<file path="src/core/asram_pkg.sv">
package asram_pkg;
  // Memory geometry
  localparam int unsigned ADDR_W = 18;
  localparam int unsigned DATA_W = 16;
  localparam int unsigned LANE_W = 8;
  localparam int unsigned LANES = 2;
  // Clock period in picoseconds
  localparam int unsigned CLK_PERIOD_PS = 100000;
  // Timing figures in ns as printed
  localparam int unsigned T_WRITE_WIDTH_DRIVE_HIGH_NS = 7;
  localparam int unsigned T_WRITE_INTERVAL_WIDTH_DRIVE_LOW_NS = 10;
  localparam int unsigned T_ADDRESS_TO_WRITE_END_NS = 7;
  localparam int unsigned T_DATA_TO_WRITE_END_NS = 5;
  localparam int unsigned T_SELECT_TO_VALID_DATA_NS = 10;
  localparam int unsigned T_DRIVE_TO_VALID_DATA_NS = 5;
  localparam int unsigned T_WRITE_TO_FLOAT_NS = 5;
  localparam int unsigned T_READ_CYCLE_TIME_NS = 10;
  // Least times round up, never below one cycle
  function automatic int unsigned ns_to_cycles(input int unsigned ns);
    int unsigned c;
    c = (ns * 1000 + CLK_PERIOD_PS - 1) / CLK_PERIOD_PS;
    return (c < 1) ? 1 : c;
  endfunction
  localparam int unsigned WR_CYC = ns_to_cycles(T_WRITE_INTERVAL_WIDTH_DRIVE_LOW_NS);
  localparam int unsigned RD_CYC = ns_to_cycles(T_SELECT_TO_VALID_DATA_NS);
  localparam int unsigned FLOAT_CYC = ns_to_cycles(T_WRITE_TO_FLOAT_NS);
  localparam int unsigned GAP_CYC = ns_to_cycles(T_READ_CYCLE_TIME_NS);
  localparam int unsigned CNT_W = 4;
  // Idle pin values
  localparam logic [15:0] DATA_RST = 16'h0000;
  localparam logic [17:0] ADDR_RST = 18'h0_0000;

  // User request bundle
  typedef struct packed {
    logic write;
    logic [ADDR_W-1:0] addr;
    logic [DATA_W-1:0] wdata;
    logic [LANES-1:0] lane_en;
  } asram_req_t;

  // Pin bundle driven toward the memory
  typedef struct packed {
    logic chip_select_n;
    logic write_strobe_n;
    logic output_drive_n;
    logic low_lane_mask_n;
    logic high_lane_mask_n;
    logic [ADDR_W-1:0] word_address;
  } asram_pins_t;

  // Controller states, Gray coded from IDLE to WEND and from RACT to GAP
  typedef enum logic [2:0] {
    ST_IDLE = 3'b000,
    ST_WSETUP = 3'b001,
    ST_WPULSE = 3'b011,
    ST_WEND = 3'b010,
    ST_RACT = 3'b110,
    ST_RCAP = 3'b111,
    ST_GAP = 3'b101
  } asram_state_t;
endpackage

</file>
<file path="src/core/asram_ctrl.sv">
`timescale 1ns/1ps
// Functional notes
// - Controller never drives against reading memory
// - Select low at least 7 ns before end
// - Address stable 7 ns before write end
// - Write interval 7 ns with drive high
// - Write interval 10 ns with drive low
// - Write data valid 5 ns before end
// - Data held until write interval ends
// - Address valid at write interval start
// - Address unchanged until write interval ends
module asram_ctrl (
  input wire logic ref_clk,
  input wire logic rst_n,
  input wire asram_pkg::asram_req_t req,
  input wire logic req_valid,
  output logic req_ready,
  output logic [asram_pkg::DATA_W-1:0] rdata,
  output logic rdata_valid,
  output asram_pkg::asram_pins_t pins,
  input wire logic [asram_pkg::DATA_W-1:0] data_in,
  output logic [asram_pkg::DATA_W-1:0] data_out,
  output logic [asram_pkg::DATA_W-1:0] data_oe
);
  asram_pkg::asram_state_t state_reg; // Sequencer state
  logic [asram_pkg::CNT_W-1:0] cnt_reg; // Phase cycle counter
  logic [asram_pkg::LANES-1:0] lane_reg; // Lanes of current access
  logic [asram_pkg::DATA_W-1:0] data_sync; // Pin data after two flops
  logic [asram_pkg::DATA_W-1:0] lane_mask; // Per-bit lane enable
  logic cnt_done; // Phase count reached

  // Pin data crosses two flops before capture
  asram_sync #(
    .W(asram_pkg::DATA_W)
  ) u_sync (
    .ref_clk(ref_clk),
    .rst_n(rst_n),
    .d(data_in),
    .q(data_sync)
  );

  // Expand lane enables to bit enables
  generate
    for (genvar g = 0; g < asram_pkg::DATA_W; g++) begin : g_lane
      assign lane_mask[g] = lane_reg[g / asram_pkg::LANE_W];
    end
  endgenerate

  assign cnt_done = (cnt_reg == '0);

  // Sequencer; each timed phase ends when its counter runs out
  always_ff @(posedge ref_clk or negedge rst_n) begin
    if (!rst_n) begin
      state_reg <= asram_pkg::ST_IDLE;
    end else begin
      case (state_reg)
        asram_pkg::ST_IDLE: begin
          // Accept a request
          if (req_valid) begin
            state_reg <= req.write ? asram_pkg::ST_WSETUP : asram_pkg::ST_RACT;
          end
        end
        asram_pkg::ST_WSETUP: state_reg <= asram_pkg::ST_WPULSE;
        asram_pkg::ST_WPULSE: begin
          if (cnt_done) begin
            state_reg <= asram_pkg::ST_WEND;
          end
        end
        asram_pkg::ST_WEND: state_reg <= asram_pkg::ST_GAP;
        asram_pkg::ST_RACT: begin
          if (cnt_done) begin
            state_reg <= asram_pkg::ST_RCAP;
          end
        end
        asram_pkg::ST_RCAP: state_reg <= asram_pkg::ST_GAP;
        asram_pkg::ST_GAP: begin
          if (cnt_done) begin
            state_reg <= asram_pkg::ST_IDLE;
          end
        end
        default: state_reg <= asram_pkg::ST_IDLE;
      endcase
    end
  end

  // Phase counter loaded on entry to each timed phase
  always_ff @(posedge ref_clk or negedge rst_n) begin
    if (!rst_n) begin
      cnt_reg <= '0;
    end else begin
      case (state_reg)
        asram_pkg::ST_IDLE: begin
          // Read waits select-to-data plus the two sync flops
          cnt_reg <= asram_pkg::CNT_W'(asram_pkg::RD_CYC + 1);
        end
        asram_pkg::ST_WSETUP: cnt_reg <= asram_pkg::CNT_W'(asram_pkg::WR_CYC - 1);
        asram_pkg::ST_WEND, asram_pkg::ST_RCAP: begin
          cnt_reg <= asram_pkg::CNT_W'(asram_pkg::GAP_CYC - 1);
        end
        default: begin
          if (!cnt_done) begin
            cnt_reg <= cnt_reg - 1'b1;
          end
        end
      endcase
    end
  end

  // Latch lanes and write data; held stable across the whole access
  always_ff @(posedge ref_clk or negedge rst_n) begin
    if (!rst_n) begin
      lane_reg <= '0;
      data_out <= asram_pkg::DATA_RST;
    end else if (state_reg == asram_pkg::ST_IDLE && req_valid) begin
      lane_reg <= req.lane_en;
      data_out <= req.wdata;
    end
  end

  // Pin outputs in one process; select and strobe fall together, output drive stays high on writes
  always_ff @(posedge ref_clk or negedge rst_n) begin
    if (!rst_n) begin
      pins.word_address <= asram_pkg::ADDR_RST;
      pins.chip_select_n <= 1'b1;
      pins.write_strobe_n <= 1'b1;
      pins.output_drive_n <= 1'b1;
      pins.low_lane_mask_n <= 1'b1;
      pins.high_lane_mask_n <= 1'b1;
    end else begin
      case (state_reg)
        asram_pkg::ST_WSETUP: begin
          pins.chip_select_n <= 1'b0;
          pins.write_strobe_n <= 1'b0;
          pins.output_drive_n <= 1'b1;
          pins.low_lane_mask_n <= ~lane_reg[0];
          pins.high_lane_mask_n <= ~lane_reg[1];
        end
        asram_pkg::ST_IDLE: begin
          // Address set a cycle ahead of any write strobe
          if (req_valid) begin
            pins.word_address <= req.addr;
          end
          if (req_valid && !req.write) begin
            pins.chip_select_n <= 1'b0;
            pins.output_drive_n <= 1'b0;
            pins.low_lane_mask_n <= ~req.lane_en[0];
            pins.high_lane_mask_n <= ~req.lane_en[1];
          end
        end
        asram_pkg::ST_WPULSE: begin
          if (cnt_done) begin
            pins.write_strobe_n <= 1'b1;
            pins.chip_select_n <= 1'b1;
          end
        end
        asram_pkg::ST_RCAP: begin
          pins.chip_select_n <= 1'b1;
          pins.output_drive_n <= 1'b1;
        end
        asram_pkg::ST_GAP: begin
          pins.low_lane_mask_n <= 1'b1;
          pins.high_lane_mask_n <= 1'b1;
        end
        default: begin
          pins.chip_select_n <= pins.chip_select_n;
        end
      endcase
    end
  end

  // Data drive only while strobe is low plus one end cycle for hold
  always_ff @(posedge ref_clk or negedge rst_n) begin
    if (!rst_n) begin
      data_oe <= '0;
    end else if (state_reg == asram_pkg::ST_WSETUP) begin
      data_oe <= lane_mask;
    end else if (state_reg == asram_pkg::ST_WEND) begin
      data_oe <= '0;
    end else if (state_reg != asram_pkg::ST_WPULSE) begin
      data_oe <= '0;
    end
  end

  // Read capture, lanes not enabled read zero
  always_ff @(posedge ref_clk or negedge rst_n) begin
    if (!rst_n) begin
      rdata <= asram_pkg::DATA_RST;
      rdata_valid <= 1'b0;
    end else begin
      rdata_valid <= (state_reg == asram_pkg::ST_RACT) && cnt_done;
      if (state_reg == asram_pkg::ST_RACT && cnt_done) begin
        rdata <= data_sync & lane_mask;
      end
    end
  end

  // Ready only when idle and not about to start
  always_ff @(posedge ref_clk or negedge rst_n) begin
    if (!rst_n) begin
      req_ready <= 1'b0;
    end else begin
      req_ready <= (state_reg == asram_pkg::ST_GAP && cnt_done) ||
                   (state_reg == asram_pkg::ST_IDLE && !req_valid);
    end
  end
endmodule // asram_ctrl

</file>
<file path="src/core/asram_sync.sv">
`timescale 1ns/1ps
// Two-stage synchroniser for a bus of pin inputs
module asram_sync #(
  parameter int unsigned W = 16
) (
  input wire logic ref_clk,
  input wire logic rst_n,
  input wire logic [W-1:0] d,
  output logic [W-1:0] q
);
  logic [W-1:0] meta_reg; // First stage, read only by the second

  // Two flops in series
  always_ff @(posedge ref_clk or negedge rst_n) begin
    if (!rst_n) begin
      meta_reg <= '0;
      q <= '0;
    end else begin
      meta_reg <= d;
      q <= meta_reg;
    end
  end
endmodule // asram_sync

</file>
<file path="config.mk">
export PLATFORM = sky130hd
export DESIGN_NAME = asram_ctrl
export DESIGN_NICKNAME = d
export VERILOG_FILES = /design/src/core/asram_pkg.sv /design/src/core/asram_ctrl.sv /design/src/core/asram_sync.sv
export SDC_FILE = /design/constraint.sdc
export NUM_CORES = 1
export LEC_CHECK = 0
export BUFFER_PORTS_ARGS = -buffer_cell sky130_fd_sc_hd__buf_2
export CORE_MARGIN = 8
export CORE_UTILIZATION = 45
export CTS_CLUSTER_SIZE = 40
export DETAILED_ROUTE_END_ITERATION = 10
export PLACE_DENSITY = 0.72
export SYNTH_ARGS = -nofsm -noshare
export SYNTH_HDL_FRONTEND = slang
export SYNTH_SLANG_ARGS = --single-unit
</file>
<file path="constraint.sdc">
create_clock -name ref_clk -period 2.3 [get_ports ref_clk]
set_clock_uncertainty 0.05 [all_clocks]
set_input_delay 0.23 -clock ref_clk [delete_from_list [all_inputs] [get_ports ref_clk]]
set_output_delay 0.23 -clock ref_clk [all_outputs]
set_load 0.02 [all_outputs]
</file>
# Yosys cells after proc, flatten, opt, wreduce, memory -nomap -nowiden
# Cells that the tools add are included.
# W data, S select, Z words.
[classes]
add_sub_neg = 1
eq_ne = 13
n_mux = 18
bitwise_logic = 5
reduce_logical = 24
[ops]
columns = ["operator", "count"]
rows = [
  ["$mux W16", 3],
  ["$mux W3", 6],
  ["$pmux W3 S6", 1],
  ["$and A16 B16 Y16", 1],
  ["$eq A3 B3 Y1 const B", 3],
  ["$ne A2 B2 Y1 const B", 4],
  ["$pmux W4 S2", 1],
  ["$reduce_and A2 Y1", 4],
  ["$eq A3 B2 Y1 const B", 2],
  ["$ne A3 B2 Y1 const B", 2],
  ["$pmux W2 S3", 1],
  ["$reduce_bool A3 Y1", 2],
  ["$logic_and A1 B1 Y1", 5],
  ["$logic_not A4 Y1", 1],
  ["$mux W4", 1],
  ["$not A1 Y1", 4],
  ["$pmux W1 S2", 2],
  ["$pmux W1 S4", 1],
  ["$reduce_and A4 Y1", 1],
  ["$reduce_bool A2 Y1", 2],
  ["$reduce_bool A4 Y1", 1],
  ["$reduce_or A2 Y1", 2],
  ["$sub A4 B1 Y4 const B", 1],
  ["$eq A3 B1 Y1 const B", 1],
  ["8 further kinds", 9],
]
[totals]
register_bits = 114
in_bits = 56
out_inout_bits = 73

# Logic depth before layout (Yosys ltp)
[depth]
depth_word = 4
ltp_mapped = 7
ltp_nobuf = 5

# Modules after synthesis
# Synthesis repeated with hierarchy kept, for this count alone.
[unflattened]
hier_cells = 274
hier_area_um2 = 3813.7
[modules_own_cells]
columns = ["module", "instances", "cells_each", "area_each_um2", "seq_area_each_um2"]
rows = [
  ["asram_ctrl", 1, 242, 3012.9, 1707.9],
  ["asram_sync", 1, 32, 800.8, 800.8],
]

# Worst setup path before layout
# Ideal clock, no wire load.
[synth_timing]
path_kind = "register -> register"
start = "reg cnt_reg[0] in the netlist's numbering"
end = "reg cnt_reg[1] in the netlist's numbering"
setup_ns = 0.065
t_arrival_ns = 1.606
t_required_ns = 2.185
slack_ns = 0.580
stages_incl_launch_ff = 7
path_buffers = 1
synth_period_minus_slack_ns = 1.720
path_cell_list = "dfrtp_1 inv_1 ha_1 or3b_4 buf_6 a2111oi_0 or3_1"
[synth_between]
elab_chain_len = 3
elab_cells_between_ends = 5
cone_classes = "add/sub (1); eq/ne (1); mux (2); reduce/logical (1)"
[synth_rtl]
columns = ["element", "line", "rtl"]
rows = [
  ["from (decl)", "asram_ctrl.sv:26", "logic [asram_pkg::CNT_W-1:0] cnt_reg;"],
  ["from (signal assigned)", "asram_ctrl.sv:94", "cnt_reg <= asram_pkg::CNT_W'(asram_pkg::RD_CYC + 1);"],
  ["from (signal assigned)", "asram_ctrl.sv:96", "asram_pkg::ST_WSETUP: cnt_reg <= asram_pkg::CNT_W'(asram_pkg::WR_CYC - 1);"],
  ["from (signal assigned)", "asram_ctrl.sv:98", "cnt_reg <= asram_pkg::CNT_W'(asram_pkg::GAP_CYC - 1);"],
  ["$sub A4 B1 Y4", "asram_ctrl.sv:102", "cnt_reg <= cnt_reg - 1'b1;"],
  ["$mux W4", "asram_ctrl.sv:101", "if (!cnt_done) begin"],
  ["$pmux W4 S2", "asram_ctrl.sv:91", "case (state_reg)"],
]
# Several ways; a longest one is shown, not always the timed one. The select of a mux whose other input is x is not followed.
# A chain may end at the register's enable or synchronous reset.

# Final worst setup path
[layout_timing]
start = "reg cnt_reg[1] in the netlist's numbering"
end = "reg cnt_reg[1] in the netlist's numbering"
# The elaborated chain is that of the path after synthesis.

==> results summary <==
The highest layer touched by signal routing is met4. In the final routed layout, each cell accounts on average for 16.2 um. The via density per instance is 4.94. The number of flip-flops under the largest register name came out at 23. The first global-routing pass estimated 13300 um of wire. The routed length on met3 came out at 528 um.

The TritonCTS buffer count is 9. The worst slew margin relative to its limit is 72.6%. The peak per-stage delay on the critical path is 570 ps. Setup repair after global routing left no endpoint under its margin.

Cells with a size suffix above 1 make up 47.0% of the layout. The number of buffers and inverters on the critical path came out at 1. The number of flops mapped to enable cells by yosys came out at 0. More flip-flops sit in one register than any other, and that register is pins. The critical path depth came out at 5. The post-detailed-route DRC marker count is 0.

Setup violations remaining at the end of the flow were counted as 0. The met2 layer wire length in the routed design came out at 4330 um. The clock input transition at the sequential cells of the worst setup and hold paths came out at 90 ps. The H-tree depth is 3.

The flow ran to the end, and the final reports show no timing, DRC or antenna violations. The origin of the worst min-delay path is req[28]. The largest individual stage delay along the critical path comes from the cell or3b_4. The final weighted congestion in routability-driven placement is 0.763. The antenna violation net count after detailed routing is 0. The minimum setup slack among reg-to-reg paths is 350 ps. The arrival time of the worst setup path came out at 2200 ps. Gates resized during post-CTS repair numbered 0.

The number of global-route vias before repair came out at 2574. The floorplan step set the die width to 109 um. The number of non-filler instances in the completed layout is 523. The die covers 11900 um2. Traced cell by cell, the critical path runs through inv_1, ha_1, or3b_4, a2111oi_0, or3_1. The number of hold violations in the final report is 0. For this run, the total global-route usage over all layers was measured as 14.3%.

The achievable clock frequency came out at 512 MHz. The gate count of the mapped netlist is 278. The final max-slew violation count came out at 0. The share of flip-flops with an asynchronous set or reset after synthesis came out at 100%. The tool flagged a number of max-cap violations equal to 0. Summing the sequential cell areas from Yosys gives 64.1% of the chip area. The root buffer cell chosen for the clock tree is clkbuf_8. The leakage power of the design came out at 2.46 nW.

The kind of cell adding the most delay to the critical path is simple AND/OR/NAND/NOR gates. The port buffer count is 128. The number of antenna violations at the first check in global routing is 0. The total setup buffers inserted after CTS came out at 0. The placeable core region is 8590 um2.

The worst-case hold slack is 50.1 ps. By count the netlist is led by 95 x dfrtp_1, 30 x mux2_4, 20 x nand2_1. The global-route congestion overflow total came out at 0. The routed metal-1 wire length is 3500 um.

The required time reported for the critical path endpoint came out at 2550 ps. The leading register cell type out of synthesis is dfrtp_1. The synthesized netlist net count is 336. The hold-critical path depth came out at 2. The destination of the worst hold path is pins[10].

The worst-skew pair later-pin latency came out at 350 ps. The worst path uses 84.9% of the clock period. The hold buffer count at CTS is 17. The setup TNS came out at 0 ps. For this configuration, the core starts out at a cell density of 45.6%.

During synthesis, Yosys emitted a total of 0 warnings. Summing all flip-flop and latch instances after layout gives 2510 um2. The number of placement rows is 34. The critical path launch point type is a flop. The top cell type by area accounts for 60.7% of the synthesized area. The clock sink count came out at 100. The number of placed instances, taps included, is 490. STA classifies the critical path endpoint as a flop. dfrtp_1 takes more of the synthesized area than any other cell. During I/O placement, the number of pins put on the boundary was 129. The fill cell instance count of the final layout came out at 721. The area added between synthesis and finish came out at 27.2%. The post-layout net count came out at 468.

The critical path in this run is classified as flop to flop. The area of the multi-input gates came out at 1190 um2. The endpoint identified for the worst register-to-register timing path is cnt_reg[1]. The first routing iteration left 90 violations. Counting I/O delays and the setup requirement, the final critical path takes 1950 ps.

TritonCTS built the clock tree. The mean post-synth cell area came out at 14.1 um2. Cells fill 57.9% of the core in the end. The detailed-placement wirelength estimate is 5860 um.

The routed wire length came out at 8490 um. The startpoint identified for the worst register-to-register timing path is cnt_reg[1]. The die span in y is 109 um.

The synthesized flop and latch total is 100. The netlist area before placement came out at 3920 um2. The classification of the worst-slack hold path is input port to flop. The depth of the worst register-to-register path came out at 5.

The total power divided by cell area came out at 1460 nW/um2. By instance count, the leading cell after synthesis is dfrtp_1. The maximum fanout count along the critical path came out at 38. The antenna diode count is 0. The length of the first detailed-routing pass in iterations came out at 4. The maximum clock path buffer count is 2. Summing over every cut layer, the via total after detailed routing is 2583. The transition time of the tightest slew-check pin is 405 ps. The largest net degree at the start of global routing came out at 56. The largest vdd supply drop came out at 0.000537 V. The number of library cell types mapped by synthesis came out at 34.

Sorting the synthesized cells by area gives the leading types as dfrtp_1 61%, mux2_4 12%, dfstp_2 3.4%.
through the flow:
| stage | worst slack, ps | area [um2] | total power [mW] |
|---|---|---|---|
| after floorplan | 580 | 3920 | 5.06 |
| after global placement | 456 | 4560 | 5.84 |
| after detailed placement | 356 | 4560 | 5.95 |
| after CTS | 321 | 4980 | 7.35 |
| after global routing | 222 | 4980 | 7.71 |
| final | 346 | 4980 | 7.26 |
area by class of cell:
cell class | count | share of cell area (%)
inverter | 5 | 0.377
sequential | 100 | 50.4
tap | 108 | 2.71
clock buffer | 9 | 2.49
timing repair buffer | 151 | 17.7
multi-input combinational | 143 | 23.8
clock inverter | 7 | 2.46
power breakdown:
part	internal [mW]	switching, mW	leakage, nW	total, mW
sequential	2.37	0.449	1.21	2.82
combinational	1.34	1.76	1.13	3.10
clock	0.732	0.610	0.122	1.34
cells in the final DEF (no fill, tap or decap), types with 4 or more instances in the layout:
cell type and count:
dlygate4sd3_1 17, inv_1 5, nand2_1 20, nor2_1 9, mux2_2 6, buf_4 5
a21oi_1 7, o21ai_0 18, o22a_1 4, o31ai_1 17, mux2i_1 5, buf_2 127
mux2_4 30, clkbuf_8 9, dfrtp_1 95, dfstp_2 5
per-layer routing:
metal / vias to the layer above / GRT usage, %
met4: 0 / 4.82
met1: 1292 / 18.2
met5: - / 0
met3: 9 / 4.04
li1: 1209 / -
met2: 73 / 23.0
worst max path at each step:
stage | start | endpoint | slack (ps)
final | cnt_reg[1] | cnt_reg[1] | 350
after global routing | cnt_reg[0] | cnt_reg[1] | 220
after CTS | cnt_reg[0] | cnt_reg[1] | 320
after detailed placement | cnt_reg[0] | cnt_reg[1] | 360
after global placement | cnt_reg[0] | cnt_reg[1] | 460
after floorplan | cnt_reg[0] | cnt_reg[1] | 580
cell families after synthesis:
| kind of cell | Yosys count | synth area share, % |
|---|---|---|
| AO/OA/AOI/OAI | 51 | 8.37 |
| XOR/XNOR | 3 | 0.671 |
| adder cells (fa/ha/maj) | 2 | 0.639 |
| buffers and inverters | 35 | 5.65 |
| flip-flops | 100 | 64.1 |
| multiplexers | 41 | 14.5 |
| AND/OR/NAND/NOR | 46 | 6.10 |
(Power assumes the default switching activity.)
